$ cat src/sarsq_pkg.sv
package sarsq_pkg;
  localparam int unsigned CLK_MHZ           = 100;
  localparam int unsigned CONV_CLK_MAX_MHZ  = 18;
  localparam int unsigned CONV_CLK_PER_RES  = 18;
  localparam int unsigned CONV_DIV_MIN      = (CLK_MHZ + CONV_CLK_MAX_MHZ - 1) / CONV_CLK_MAX_MHZ;
  localparam int unsigned RES_W             = 12;
  localparam int unsigned NCH               = 8;
  localparam int unsigned CH_W              = 3;
  localparam int unsigned SMP_W             = 8;
  localparam int unsigned DIV_W             = 8;
  localparam logic [DIV_W-1:0] DIV_RST      = 8'(CONV_DIV_MIN);
  localparam logic [SMP_W-1:0] SMP_ONE      = 8'h01;
  localparam logic [4:0]  BIT_CNT_LAST      = 5'(CONV_CLK_PER_RES - 1);
  localparam logic [CH_W-1:0] CH_ZERO       = 3'h0;
  localparam logic [RES_W-1:0] RES_ZERO     = 12'h000;

  typedef enum logic [1:0] {
    SARSQ_IDLE   = 2'b00,
    SARSQ_SAMPLE = 2'b01,
    SARSQ_CONV   = 2'b11,
    SARSQ_STORE  = 2'b10
  } sarsq_state_t;

  typedef struct packed {
    logic [RES_W-1:0] lo;
    logic [RES_W-1:0] hi;
  } sarsq_range_t;

  typedef struct packed {
    logic [RES_W-1:0] data;
    logic [CH_W-1:0]  chan;
    logic             valid;
  } sarsq_result_t;
endpackage

$ cat src/sarsq_ctrl.sv
`timescale 1ns/1ps
// What this block does
// Conversion clock at most 18 MHz; at least 18 conversion clocks per result.
// Sample-and-hold acquisition window length is programmable.
// Eight-input sequencer selects one fixed pin per channel.
// Scan steps through enabled channels with no idle cycles between channels.
// Channel switching from internal state machine or directly from firmware.
// Each channel keeps its own result buffer.
// Each channel has its own sample time, applied on conversion.
// Low and high limits; out-of-range interrupt when result outside them.
// Range check on every result as it is produced.
// No operation while deep sleep stops the high-speed clock.
// Sticky flag marks completion of each full scan.
module sarsq_ctrl #(
  parameter int unsigned NCH   = sarsq_pkg::NCH,
  parameter int unsigned RES_W = sarsq_pkg::RES_W,
  parameter int unsigned SMP_W = sarsq_pkg::SMP_W
) (
  input  wire logic                     core_clk,
  input  wire logic                     rst_n,
  input  wire logic                     clk_en,
  input  wire logic                     enable,
  input  wire logic                     deep_sleep,
  input  wire logic                     fw_mode,
  input  wire logic [sarsq_pkg::CH_W-1:0] fw_chan,
  input  wire logic                     fw_start,
  input  wire logic [NCH-1:0]           chan_en,
  input  wire logic [NCH*SMP_W-1:0]     smp_time,
  input  wire logic [sarsq_pkg::DIV_W-1:0] conv_div,
  input  wire sarsq_pkg::sarsq_range_t  range,
  input  wire logic                     cmp_in,
  input  wire logic                     scan_done_clr,
  input  wire logic                     oor_clr,
  input  wire logic [sarsq_pkg::CH_W-1:0] rd_chan,
  output logic [NCH-1:0]                mux_sel,
  output logic                          sh_sample,
  output logic [RES_W-1:0]              dac_code,
  output logic [RES_W-1:0]              rd_data,
  output sarsq_pkg::sarsq_result_t      result,
  output logic                          busy,
  output logic                          scan_done,
  output logic                          oor_irq
);
  sarsq_pkg::sarsq_state_t  state_ff;
  logic [sarsq_pkg::CH_W-1:0] chan_ff;
  logic [SMP_W-1:0]         smp_cnt_ff;
  logic [sarsq_pkg::DIV_W-1:0] div_cnt_ff;
  logic [sarsq_pkg::DIV_W-1:0] div_lim_ff;
  logic [4:0]               bit_cnt_ff;
  logic [RES_W-1:0]         sar_ff;
  logic [RES_W-1:0]         trial_ff;
  logic [RES_W-1:0]         buf_ff [NCH];
  logic                     scan_done_ff;
  logic                     oor_ff;
  sarsq_pkg::sarsq_result_t result_ff;
  logic                     run;
  logic                     conv_tick;
  logic                     last_en;
  logic [sarsq_pkg::CH_W-1:0] nxt_chan;
  logic                     any_en;
  logic                     res_oor;

  function automatic logic [sarsq_pkg::CH_W-1:0] next_enabled(input logic [sarsq_pkg::CH_W-1:0] cur,
                                                             input logic [NCH-1:0] en);
    logic [sarsq_pkg::CH_W-1:0] idx;
    logic [sarsq_pkg::CH_W-1:0] found;
    logic                       hit;
    found = cur;
    hit   = 1'b0;
    for (int i = 1; i <= NCH; i++) begin
      idx = cur + i[sarsq_pkg::CH_W-1:0];
      if (!hit && en[idx]) begin
        found = idx;
        hit   = 1'b1;
      end
    end
    return found;
  endfunction

  function automatic logic [SMP_W-1:0] smp_of(input logic [sarsq_pkg::CH_W-1:0] ch,
                                             input logic [NCH*SMP_W-1:0] tbl);
    logic [SMP_W-1:0] v;
    v = tbl[ch*SMP_W +: SMP_W];
    return (v == '0) ? sarsq_pkg::SMP_ONE : v;
  endfunction

  assign run       = clk_en && enable && !deep_sleep;
  assign any_en    = |chan_en;
  assign nxt_chan  = next_enabled(chan_ff, chan_en);
  assign last_en   = (nxt_chan <= chan_ff);
  assign conv_tick = (div_cnt_ff == div_lim_ff - 8'h01);
  assign res_oor   = (sar_ff < range.lo) || (sar_ff > range.hi);

  // The conversion clock divider never runs faster than the converter allows.
  always_ff @(posedge core_clk or negedge rst_n) begin
    if (!rst_n) begin
      div_lim_ff <= sarsq_pkg::DIV_RST;
    end else if (clk_en && state_ff == sarsq_pkg::SARSQ_IDLE) begin
      div_lim_ff <= (conv_div < sarsq_pkg::DIV_RST) ? sarsq_pkg::DIV_RST : conv_div;
    end
  end

  always_ff @(posedge core_clk or negedge rst_n) begin
    if (!rst_n) begin
      div_cnt_ff <= '0;
    end else if (run) begin
      if (state_ff != sarsq_pkg::SARSQ_CONV || conv_tick) begin
        div_cnt_ff <= '0;
      end else begin
        div_cnt_ff <= div_cnt_ff + 8'h01;
      end
    end
  end

  always_ff @(posedge core_clk or negedge rst_n) begin
    if (!rst_n) begin
      state_ff   <= sarsq_pkg::SARSQ_IDLE;
      chan_ff    <= sarsq_pkg::CH_ZERO;
      smp_cnt_ff <= '0;
      bit_cnt_ff <= '0;
    end else if (clk_en && (!enable || deep_sleep)) begin
      state_ff <= sarsq_pkg::SARSQ_IDLE;
    end else if (run) begin
      case (state_ff)
        sarsq_pkg::SARSQ_IDLE: begin
          if (fw_mode && fw_start) begin
            chan_ff    <= fw_chan;
            smp_cnt_ff <= smp_of(fw_chan, smp_time);
            state_ff   <= sarsq_pkg::SARSQ_SAMPLE;
          end else if (!fw_mode && any_en) begin
            chan_ff    <= chan_en[chan_ff] ? chan_ff : nxt_chan;
            smp_cnt_ff <= smp_of(chan_en[chan_ff] ? chan_ff : nxt_chan, smp_time);
            state_ff   <= sarsq_pkg::SARSQ_SAMPLE;
          end
        end
        sarsq_pkg::SARSQ_SAMPLE: begin
          if (smp_cnt_ff == sarsq_pkg::SMP_ONE) begin
            bit_cnt_ff <= '0;
            state_ff   <= sarsq_pkg::SARSQ_CONV;
          end else begin
            smp_cnt_ff <= smp_cnt_ff - sarsq_pkg::SMP_ONE;
          end
        end
        sarsq_pkg::SARSQ_CONV: begin
          if (conv_tick) begin
            if (bit_cnt_ff == sarsq_pkg::BIT_CNT_LAST) begin
              state_ff <= sarsq_pkg::SARSQ_STORE;
            end else begin
              bit_cnt_ff <= bit_cnt_ff + 5'h01;
            end
          end
        end
        sarsq_pkg::SARSQ_STORE: begin
          if (!fw_mode && any_en) begin
            chan_ff    <= nxt_chan;
            smp_cnt_ff <= smp_of(nxt_chan, smp_time);
            state_ff   <= sarsq_pkg::SARSQ_SAMPLE;
          end else begin
            state_ff <= sarsq_pkg::SARSQ_IDLE;
          end
        end
        default: state_ff <= sarsq_pkg::SARSQ_IDLE;
      endcase
    end
  end

  // Binary search over the first RES_W conversion clocks; the rest settle.
  always_ff @(posedge core_clk or negedge rst_n) begin
    if (!rst_n) begin
      sar_ff   <= '0;
      trial_ff <= '0;
    end else if (run) begin
      if (state_ff == sarsq_pkg::SARSQ_SAMPLE) begin
        sar_ff   <= '0;
        trial_ff <= {1'b1, {(RES_W-1){1'b0}}};
      end else if (state_ff == sarsq_pkg::SARSQ_CONV && conv_tick && trial_ff != '0) begin
        if (cmp_in) begin
          sar_ff <= sar_ff | trial_ff;
        end
        trial_ff <= trial_ff >> 1;
      end
    end
  end

  always_ff @(posedge core_clk or negedge rst_n) begin
    if (!rst_n) begin
      for (int i = 0; i < NCH; i++) begin
        buf_ff[i] <= sarsq_pkg::RES_ZERO;
      end
      result_ff <= '0;
    end else if (run) begin
      result_ff.valid <= 1'b0;
      if (state_ff == sarsq_pkg::SARSQ_STORE) begin
        buf_ff[chan_ff]  <= sar_ff;
        result_ff.data   <= sar_ff;
        result_ff.chan   <= chan_ff;
        result_ff.valid  <= 1'b1;
      end
    end
  end

  // Sticky flags: a new event in the clearing cycle wins.
  always_ff @(posedge core_clk or negedge rst_n) begin
    if (!rst_n) begin
      oor_ff <= 1'b0;
    end else if (clk_en) begin
      if (run && state_ff == sarsq_pkg::SARSQ_STORE && res_oor) begin
        oor_ff <= 1'b1;
      end else if (oor_clr) begin
        oor_ff <= 1'b0;
      end
    end
  end

  always_ff @(posedge core_clk or negedge rst_n) begin
    if (!rst_n) begin
      scan_done_ff <= 1'b0;
    end else if (clk_en) begin
      if (run && state_ff == sarsq_pkg::SARSQ_STORE && !fw_mode && last_en) begin
        scan_done_ff <= 1'b1;
      end else if (scan_done_clr) begin
        scan_done_ff <= 1'b0;
      end
    end
  end

  always_ff @(posedge core_clk or negedge rst_n) begin
    if (!rst_n) begin
      rd_data <= '0;
    end else if (clk_en) begin
      rd_data <= buf_ff[rd_chan];
    end
  end

  always_comb begin
    mux_sel = '0;
    if (state_ff != sarsq_pkg::SARSQ_IDLE) begin
      mux_sel[chan_ff] = 1'b1;
    end
  end

  assign sh_sample = (state_ff == sarsq_pkg::SARSQ_SAMPLE);
  assign dac_code  = sar_ff | trial_ff;
  assign result    = result_ff;
  assign busy      = (state_ff != sarsq_pkg::SARSQ_IDLE);
  assign scan_done = scan_done_ff;
  assign oor_irq   = oor_ff;
endmodule

$ cat config.mk
export PLATFORM = sky130hd
export DESIGN_NAME = sarsq_ctrl
export DESIGN_NICKNAME = d
export VERILOG_FILES = /design/src/sarsq_pkg.sv /design/src/sarsq_ctrl.sv
export SDC_FILE = /design/constraint.sdc
export NUM_CORES = 1
export LEC_CHECK = 0
export BUFFER_PORTS_ARGS = -buffer_cell sky130_fd_sc_hd__clkbuf_2
export CAP_MARGIN = 20
export CORE_UTILIZATION = 55
export CTS_BUF_LIST = sky130_fd_sc_hd__clkbuf_8 sky130_fd_sc_hd__clkbuf_16
export DETAILED_ROUTE_END_ITERATION = 6
export PLACE_DENSITY = 0.75
export SLEW_MARGIN = 20
export SYNTH_ARGS = -nofsm -noshare
export SYNTH_HDL_FRONTEND = slang
export SYNTH_SLANG_ARGS = --single-unit
$ cat constraint.sdc
create_clock -name core_clk -period 6.8 [get_ports core_clk]
set_clock_uncertainty 0.05 [all_clocks]
set_input_delay 0.68 -clock core_clk [delete_from_list [all_inputs] [get_ports core_clk]]
set_output_delay 0.68 -clock core_clk [all_outputs]
set_load 0.01 [all_outputs]
==> flow_metrics.tcl, run 1 <==
set metrics [dict create \
    syn_to_final_growth_pct 12.75 \
    grt_use_total_pct 28.54 \
    crit_path_end "smp_cnt_ff[0]" \
    yosys.cell_types.count 67 \
    critPathMaxFanout 32 \
    finalCritPeriodShare_pct 77.86 \
    ys.flop_type "dfrtp_1" \
    min_path_type "input port to async pin" \
    synth-async-reset-ratio_pct 100.0 \
    crit_arrival_ns 5.61 \
    use_met1_pct 38.13 \
    grt_pass1_vias 9445 \
    core-area_mm2 0.02182 \
    outcome "finished clean" \
    ir_drop_mv 0.2600 \
    cts-resized-gates 0 \
    dr.pass1.iters 5 \
    antenna-diode-count 0 \
    setup_viol 0 \
    worstMarginPinSlew_ns 0.9860 \
    start_util_pct 56.18 \
    fin_crit_ns 5.295 \
    swShare_pct 43.14 \
    clock-sinks 184 \
    maxCapViolCount 0 \
    die_x_um 151.3 \
    grt_antenna_before_repair 0 \
    hold_violations 0 \
    globalplace.congestion 0.9475 \
    seqPwrFrac_pct 23.2 \
    yosysSeqAreaShare_pct 37.58 \
    io_pins 172 \
    ff2ff_path_depth 15 \
    rows 54 \
    timing.setup.tns_ns 0 \
    mappedNetlistArea_mm2 0.01226 \
    timing.fmax_ghz 0.1889 \
    clockBufferDepth 2 \
    dieArea_mm2 0.02289 \
    io_buffers 171 \
    cts_tree "done" \
    fillerInstances 1747 \
    vias 9867 \
    place.detailed.hpwl_um 22470 \
    power.switching_mw 2.338 \
    cts_max_level 4 \
    startpoint_type "register" \
    slew_headroom_pct 34.27 \
    met2_usage_pct 47.35 \
    viasPerCell 6.329 \
    yosys_warnings 0 \
    drc 0 \
    routedWlPerCell_um 20.40 \
    post_cts.repair.setup_buffers 0 \
    rrSetupSlack_ns 1.51 \
    worstReg2RegEnd "smp_cnt_ff[0]" \
    grt_pass1_wl_um 50300 \
    ys_ff_latch 184 \
    intPower_mw 3.082 \
    drive_gt1_share_pct 32.13 \
    path_clk_slew_ns 0.07 \
    power_mw 5.420 \
    end_kind "register" \
    drt_wl_total_um 31810 \
    p_clk_share_pct 18.0 \
    cts_hold_buf 0 \
    power.density_mw_per_mm2 392.1 \
    p_leak_nw 6.725 \
    first_iter_violations 718 \
    cts_made_buffers 17 \
    grt_overflow 0 \
    nNetsFinal 1429 \
    grt_max_degree 110 \
    crit_type "register to register" \
    use_met3_pct 5.000 \
    synth_cells 1142 \
    r2r_start "chan_ff[1]" \
    gr-max-usage-layer "met2" \
    root_buffer "clkbuf_16" \
    rsz0062_at_grt "false" \
    crit_start "chan_ff[1]" \
    p_comb_share_pct 58.8 \
    ant_nets 0 \
    finalMaxSlewViolations 0 \
    synth-edff-count 0 \
    die_h_um 151.3 \
    synth_nets 1304 \
    avgSynthCellArea_um2 10.74 \
    critical_path_required_ns 7.11 \
    worstSkewPairLatency_ns 0.44 \
]
critical path, cell delays in order, from the launching register on:
cell and delay, ns:
dfrtp_1 0.64, inv_1 0.25, ha_1 0.64, inv_1 0.23, mux4_2 0.45, nor3b_4 0.34, nand2_1 0.23, a21oi_1 0.29
o32ai_4 0.12, buf_4 0.26, a21bo_4 0.31, inv_2 0.17, mux2_2 0.40, or4_1 0.55, a21oi_1 0.15, a311o_1 0.12
per-stage QoR:
step | worst slack (ns) | cells | util [%] | cell area [um2] | hold slack [ns]
global placement | 1.504 | 1526 | 60.53 | 13210 | 0.4087
floorplan | 2.049 | 1142 | - | 12260 | 0.3344
detailed placement | 1.371 | 1526 | 60.53 | 13210 | 0.4135
finish | 1.505 | 1559 | 63.34 | 13820 | 0.09655
global route | 1.112 | 1559 | 63.34 | 13820 | 0.1245
CTS | 1.343 | 1557 | 63.18 | 13790 | 0.3578
layout by cell type, fill, tap and decap left out, types with 10 or more instances in the layout:
master / count
a2111oi_0: 10
a211oi_1: 11
a21o_1: 11
a21oi_1: 59
a22o_1: 12
and2_1: 12
clkbuf_16: 17
clkbuf_2: 170
dfrtp_1: 182
ha_1: 42
inv_1: 70
mux2_2: 121
mux2i_1: 64
mux4_2: 65
nand2_1: 76
nand2b_1: 13
nand3_1: 28
nor2_1: 70
nor3_1: 13
nor4_1: 11
o2111ai_1: 11
o21ai_0: 51
xor2_1: 11
registers in the layout, summed over array words and instances (netlist names):
register / cells
result: 16
div_cnt_ff: 8
sar_ff: 12
chan_ff: 3
buf_ff: 96
smp_cnt_ff: 8
oor_irq: 1
trial_ff: 12
rd_data: 12
bit_cnt_ff: 5
state_ff: 2
div_lim_ff: 8
scan_done: 1
layout make-up:
type	instances	area [um2]	share of cell area, %
Clock inverter	14	151.4	1.095
Timing Repair Buffer	182	964.7	6.979
Clock buffer	17	425.4	3.077
Tap cell	280	350.3	2.534
Inverter	72	270.3	1.955
Sequential cell	184	4607	33.33
Multi-Input combinational cell	810	7054	51.03
how the worst min path moves through the flow:
stage | from | slack, ns | cells after the start | to
after floorplan | rst_n | 0.33 | 0 | bit_cnt_ff[0]
after global placement | buf_ff[48] | 0.41 | 2 | buf_ff[48]
after detailed placement | result[0] | 0.41 | 2 | result[0]
after CTS | rst_n | 0.36 | 1 | result[10]
after global routing | rst_n | 0.12 | 1 | result[10]
final | rst_n | 0.1 | 1 | result[10]
synthesized netlist by cell type, types with 10 or more instances:
cell,n,area share [%]
a21oi_1,59,2.4
nor3_1,13,0.53
a22o_1,12,0.86
a211oi_1,11,0.67
inv_1,69,2.1
nand2b_1,13,0.66
ha_1,42,4.3
o21ai_0,51,2.1
nor4_1,11,0.56
a2111oi_0,10,0.71
dfrtp_1,182,37
nor2_1,70,2.1
a21o_1,11,0.67
mux2i_1,64,5.2
buf_1,11,0.34
nand2_1,76,2.3
o2111ai_1,11,0.79
nand3_1,28,1.1
mux2_2,121,11
and2_1,13,0.66
xor2_1,11,0.79
clkbuf_1,50,1.5
mux4_2,65,12
kinds of logic (layout without fill, tap and decap cells):
family	Yosys count	count (layout)	synth area share, %
mux	252	252	28.51
flops	184	184	37.58
compound gates	228	228	12.35
buf+inv	148	285	4.960
fa+ha+maj	42	42	4.286
xor+xnor	20	20	1.582
simple gates	268	268	10.74
metal layers:
metal / routed length [um] / vias up
met2: 15570 / 418
met3: 2272 / 45
met4: 477 / 0
met5: 0 / -
met1: 13490 / 4916
li1: - / 4488
power groups by stage:
stage	clock network [mW]	registers [mW]	logic, mW
2_1_floorplan	0	1.24	2.52
3_3_place_gp	0	1.27	3.11
3_5_place_dp	0	1.27	3.13
4_1_cts	0.992	1.25	3.14
5_1_grt	1.03	1.27	3.45
6_report	0.978	1.26	3.19
Note: power is estimated with default switching activity, not from simulation.
==> inputs of run 2 (changes only) <==
clock period = 5.3 ns   (was 6.8 ns; I/O delays follow)
==> flow_metrics.tcl, run 2 (same netlist as run 1, synthesis figures left out) <==
set metrics [dict create \
    post_cts.repair.setup_buffers 0 \
    power.switching_mw 2.983 \
    io_pins 172 \
    grt_use_total_pct 28.71 \
    cts-resized-gates 0 \
    largest_register_ffs 96 \
    die_x_um 151.3 \
    grt_antenna_before_repair 0 \
    rrSetupSlack_ns 0.67 \
    intPower_mw 4.061 \
    grt_overflow 0 \
    die_h_um 151.3 \
    swShare_pct 42.35 \
    worstMarginPinSlew_ns 1.042 \
    ant_nets 0 \
    cts_made_buffers 17 \
    rows 54 \
    vias 9875 \
    dr.pass1.iters 5 \
    top_register "buf_ff" \
    worstSkewPairLatency_ns 0.43 \
    drc 0 \
    place.detailed.hpwl_um 22610 \
    p_comb_share_pct 58.5 \
    ir_drop_mv 0.6598 \
    p_leak_nw 6.765 \
    cts_tree "done" \
    power.density_mw_per_mm2 507.6 \
    cts_hold_buf 0 \
    layout_commonest_cell "dfrtp_1" \
    clock-sinks 184 \
    finish.utilization_pct 63.59 \
    globalplace.congestion 0.9159 \
    core-area_mm2 0.02182 \
    fin_crit_ns 4.626 \
    drive_gt1_share_pct 32.24 \
    setup_viol 0 \
    grt_pass1_vias 9474 \
    grt_max_degree 81 \
    antenna-diode-count 0 \
    timing.setup.tns_ns 0 \
    path_clk_slew_ns 0.07 \
    critPathMaxFanout 29 \
    clockBufferDepth 2 \
    start_util_pct 56.18 \
    seqPwrFrac_pct 22.7 \
    slew_headroom_pct 30.53 \
    rsz0062_at_grt "false" \
    timing.fmax_ghz 0.2162 \
    layout_common_cells "182 x dfrtp_1, 170 x clkbuf_2, 121 x mux2_2" \
    maxCapViolCount 0 \
    finalCritPeriodShare_pct 87.28 \
    crit_arrival_ns 4.94 \
    routedWlPerCell_um 20.31 \
    end_kind "register" \
    startpoint_type "register" \
    p_clk_share_pct 18.8 \
    drt_wl_total_um 31770 \
    crit_type "register to register" \
    min_path_type "input port to async pin" \
    syn_to_final_growth_pct 13.19 \
    dieArea_mm2 0.02289 \
    cts_max_level 4 \
    critical_path_required_ns 5.62 \
    grt_pass1_wl_um 50470 \
    first_iter_violations 668 \
    viasPerCell 6.314 \
    nNetsFinal 1433 \
    finalMaxSlewViolations 0 \
    io_buffers 171 \
    outcome "finished clean" \
    root_buffer "clkbuf_16" \
    hold_violations 0 \
]
==> run 2: cell count changes in the layout (fill, tap and decap cells not counted), moves of 2 or more <==
cell        delta
clkinvlp_4     -2
clkinv_4       +2
buf_4          +6
clkinv_2       -2
clkbuf_8       +2
==> run 2: power by group through the flow <==
| stage | combinational [mW] | sequential (mW) | clock (mW) |
|---|---|---|---|
| after global routing | 4.47 | 1.61 | 1.39 |
| after global placement | 4.01 | 1.62 | 0 |
| after floorplan | 3.23 | 1.59 | 0 |
| after detailed placement | 4.06 | 1.62 | 0 |
| final | 4.12 | 1.60 | 1.32 |
| after CTS | 4.08 | 1.60 | 1.34 |
==> run 2: per-stage QoR <==
step | hold slack, ns | worst slack [ns] | total power, mW | instances | area, um2
global route | 0.1575 | 0.4009 | 7.476 | 1564 | 13880
global placement | 0.4120 | 0.9078 | 5.625 | 1532 | 13260
detailed placement | 0.4173 | 0.7279 | 5.681 | 1532 | 13260
finish | 0.09671 | 0.6740 | 7.044 | 1564 | 13880
CTS | 0.1183 | 0.7042 | 7.014 | 1564 | 13880
floorplan | 0.1844 | 0.5487 | 4.828 | 1142 | 12260
==> run 2: worst paths after layout <==
path,start,endpoint,depth (start not counted)
setup reg to reg,chan_ff[1],smp_cnt_ff[0],14
setup / recovery,chan_ff[1],smp_cnt_ff[0],14
max in group asynchronous,rst_n,buf_ff[6],2
min in group core_clk,conv_div[0],div_lim_ff[0],3
hold / removal,rst_n,result[13],1
hold reg to reg,result[0],result[0],2
==> run 2: final cells by class <==
class	count	area, um2
clock buffers	19	452.9
well taps	280	350.3
fillers	1722	7946
flip-flops and latches	184	4607
multi-input cells	810	7053
repair buffers	186	974.7
inverters	72	270.3
clock inverters	13	168.9
==> run 2: worst max-delay path: stages, from the launching register on <==
cell and delay, ns:
dfrtp_1 0.52, inv_1 0.14, ha_1 0.45, xor2_1 0.48, mux4_2 0.41, nor3b_4 0.19, a211o_1 0.30, a32oi_2 0.20
buf_4 0.40, mux2i_1 0.31, mux2i_1 0.13, mux2_2 0.31, or4_1 0.41, a21oi_1 0.13, a311o_1 0.12
==> run 2: layer usage <==
metal	global-route usage (%)	part of all wire [%]	vias to the layer above
met2	46.46	48	403
li1	-	-	4493
met3	4.277	6.3	47
met5	0	0	-
met4	8.150	1.6	0
met1	40.11	44	4932
==> inputs of run 3 (changes only) <==
ABC_CLOCK_PERIOD_IN_PS = 5300   (was unset)
GPL_TIMING_DRIVEN = 0   (was unset)
==> flow_metrics.tcl, run 3 (same netlist as run 1, synthesis figures left out) <==
set metrics [dict create \
    critPathSlowestCell "mux4_2" \
    met2WireLength_um 16110 \
    drc 0 \
    grt_pass1_vias 9756 \
    worstReg2RegEnd "smp_cnt_ff[0]" \
    ff2ff_path_depth 19 \
    top_register "buf_ff" \
    slew_headroom_pct 41.31 \
    worstSkewPairLatency_ns 0.43 \
    crit_path_end "smp_cnt_ff[0]" \
    largest_register_ffs 96 \
    grt_use_total_pct 29.62 \
    startpoint_type "register" \
    crit_chain "buf_6, buf_4, clkbuf_4, clkinvlp_4, ha_4, mux4_2, and2_1, or2_1, or3_1, buf_2, and2_1, buf_2, buf_6, buf_6, clkbuf_4, mux2_2, o21ai_0, nand3_1, a311o_1" \
    r2r_start "chan_ff[0]" \
    syn_to_final_growth_pct 16.04 \
    drive_gt1_share_pct 31.65 \
    first_iter_violations 588 \
    start_util_pct 56.18 \
    outcome "finished clean" \
    io_pins 172 \
    fillerInstances 1745 \
    rsz0062_at_grt "false" \
    clockBufferDepth 2 \
    place.detailed.hpwl_um 24910 \
    drt-met1-wl_um 13840 \
    timing.setup.tns_ns 0 \
    grt_antenna_before_repair 0 \
    critPathMaxStageDelay_ns 0.53 \
    globalplace.congestion 0.9702 \
    min_path_type "input port to register" \
    cts_max_level 4 \
    cpMostUsedCell "buf_6" \
    vias 9920 \
    fin_crit_ns 4.994 \
    setup_viol 0 \
    finalCritPeriodShare_pct 94.22 \
    dpl.cell_count 1590 \
    ir_drop_mv 0.5402 \
    end_kind "register" \
    layout_common_cells "181 x dfrtp_1, 166 x clkbuf_2, 121 x mux2_2" \
    cts_tree "done" \
    root_buffer "clkbuf_16" \
    grt_overflow 0 \
    crit_type "register to register" \
    ant_nets 0 \
    dr.pass1.iters 5 \
    crit_arrival_ns 5.25 \
    viasPerCell 6.101 \
    grt_pass1_wl_um 51750 \
    finalMaxSlewViolations 0 \
    routedWlPerCell_um 20.20 \
    drt_wl_total_um 32840 \
    dieArea_mm2 0.02289 \
    whs_ns 0.2588 \
    top_layer "met4" \
    wl_met3_um 1996 \
    io_buffers 166 \
    antenna-diode-count 0 \
    power.density_mw_per_mm2 519.5 \
    layout_commonest_cell "dfrtp_1" \
    nNetsFinal 1495 \
    finalNonFillerCells 1626 \
    path_clk_slew_ns 0.07 \
    die_x_um 151.3 \
    rows 54 \
    timing.fmax_ghz 0.2002 \
    hold_violations 0 \
    p_leak_nw 6.860 \
    clock-sinks 184 \
    core-area_mm2 0.02182 \
    critPathMaxFanout 10 \
    maxCapViolCount 0 \
    grt_max_degree 78 \
    die_h_um 151.3 \
    crit_start "chan_ff[0]" \
    cts_made_buffers 17 \
    worstMarginPinSlew_ns 0.8803 \
    critical_path_required_ns 5.56 \
    rrSetupSlack_ns 0.31 \
]
run 3: where the power goes:
group	switching [mW]	internal (mW)	total, mW	leakage [nW]
clock	0.568	0.721	1.29	0.295
combinational	2.54	1.97	4.51	4.06
sequential	0.0939	1.49	1.59	2.50
run 3: layout make-up:
type	instances	area, um2	area share [%]
buffer	76	351.6	2.471
clock buffer	18	439.2	3.087
clock inverter	14	166.4	1.170
inverter	72	274.0	1.926
multi-input combinational	810	7098	49.89
sequential	184	4608	32.39
tap	280	350.3	2.462
timing repair buffer	172	939.7	6.605
run 3: repair_timing:
item / CTS / global route
endpoints found under the setup margin: 9 / 8
hold buffers: 1 / 0
resized for setup: 10 / 10
pin swaps: 1 / 0
buffers inserted: 1 / 2
hold endpoints to repair: 2 / 0
run 3: worst min-delay path by stage:
stage,start,depth (start not counted),endpoint,slack (ns)
detailed placement,result[4],2,result[4],0.42
global route,conv_div[0],3,div_lim_ff[0],0.27
global placement,result[1],1,result[1],0.41
finish,conv_div[0],3,div_lim_ff[0],0.26
floorplan,rst_n,0,bit_cnt_ff[0],0.18
CTS,conv_div[0],3,div_lim_ff[0],0.25
run 3: critical path: cells and delay by family (launching register included):
| family | cells | cell delay [ns] |
|---|---|---|
| AOI/OAI and AO/OA | 2 | 0.47 |
| DFF | 1 | 0.42 |
| buffers and inverters | 9 | 1.66 |
| muxes | 2 | 0.82 |
| and+or+nand+nor | 5 | 1.11 |
| adders and majority gates | 1 | 0.33 |
run 3: layer usage:
metal / global-route usage (%) / up-vias
met5: 0 / -
met4: 9.800 / 0
met3: 3.343 / 68
met2: 50.30 / 366
met1: 39.47 / 4869
li1: - / 4617
run 3: metrics by stage:
stage                     total power, mW  util (%)  area (um2)  worst slack [ns]
final                               7.390     65.19       14230            0.3062
after global routing                7.809     65.19       14230           0.01818
after CTS                           7.273     64.97       14180           0.05336
after detailed placement            5.874     61.89       13510           -0.5853
after global placement              5.813     61.59       13440           -0.5450
after floorplan                     4.828         -       12260            0.5487
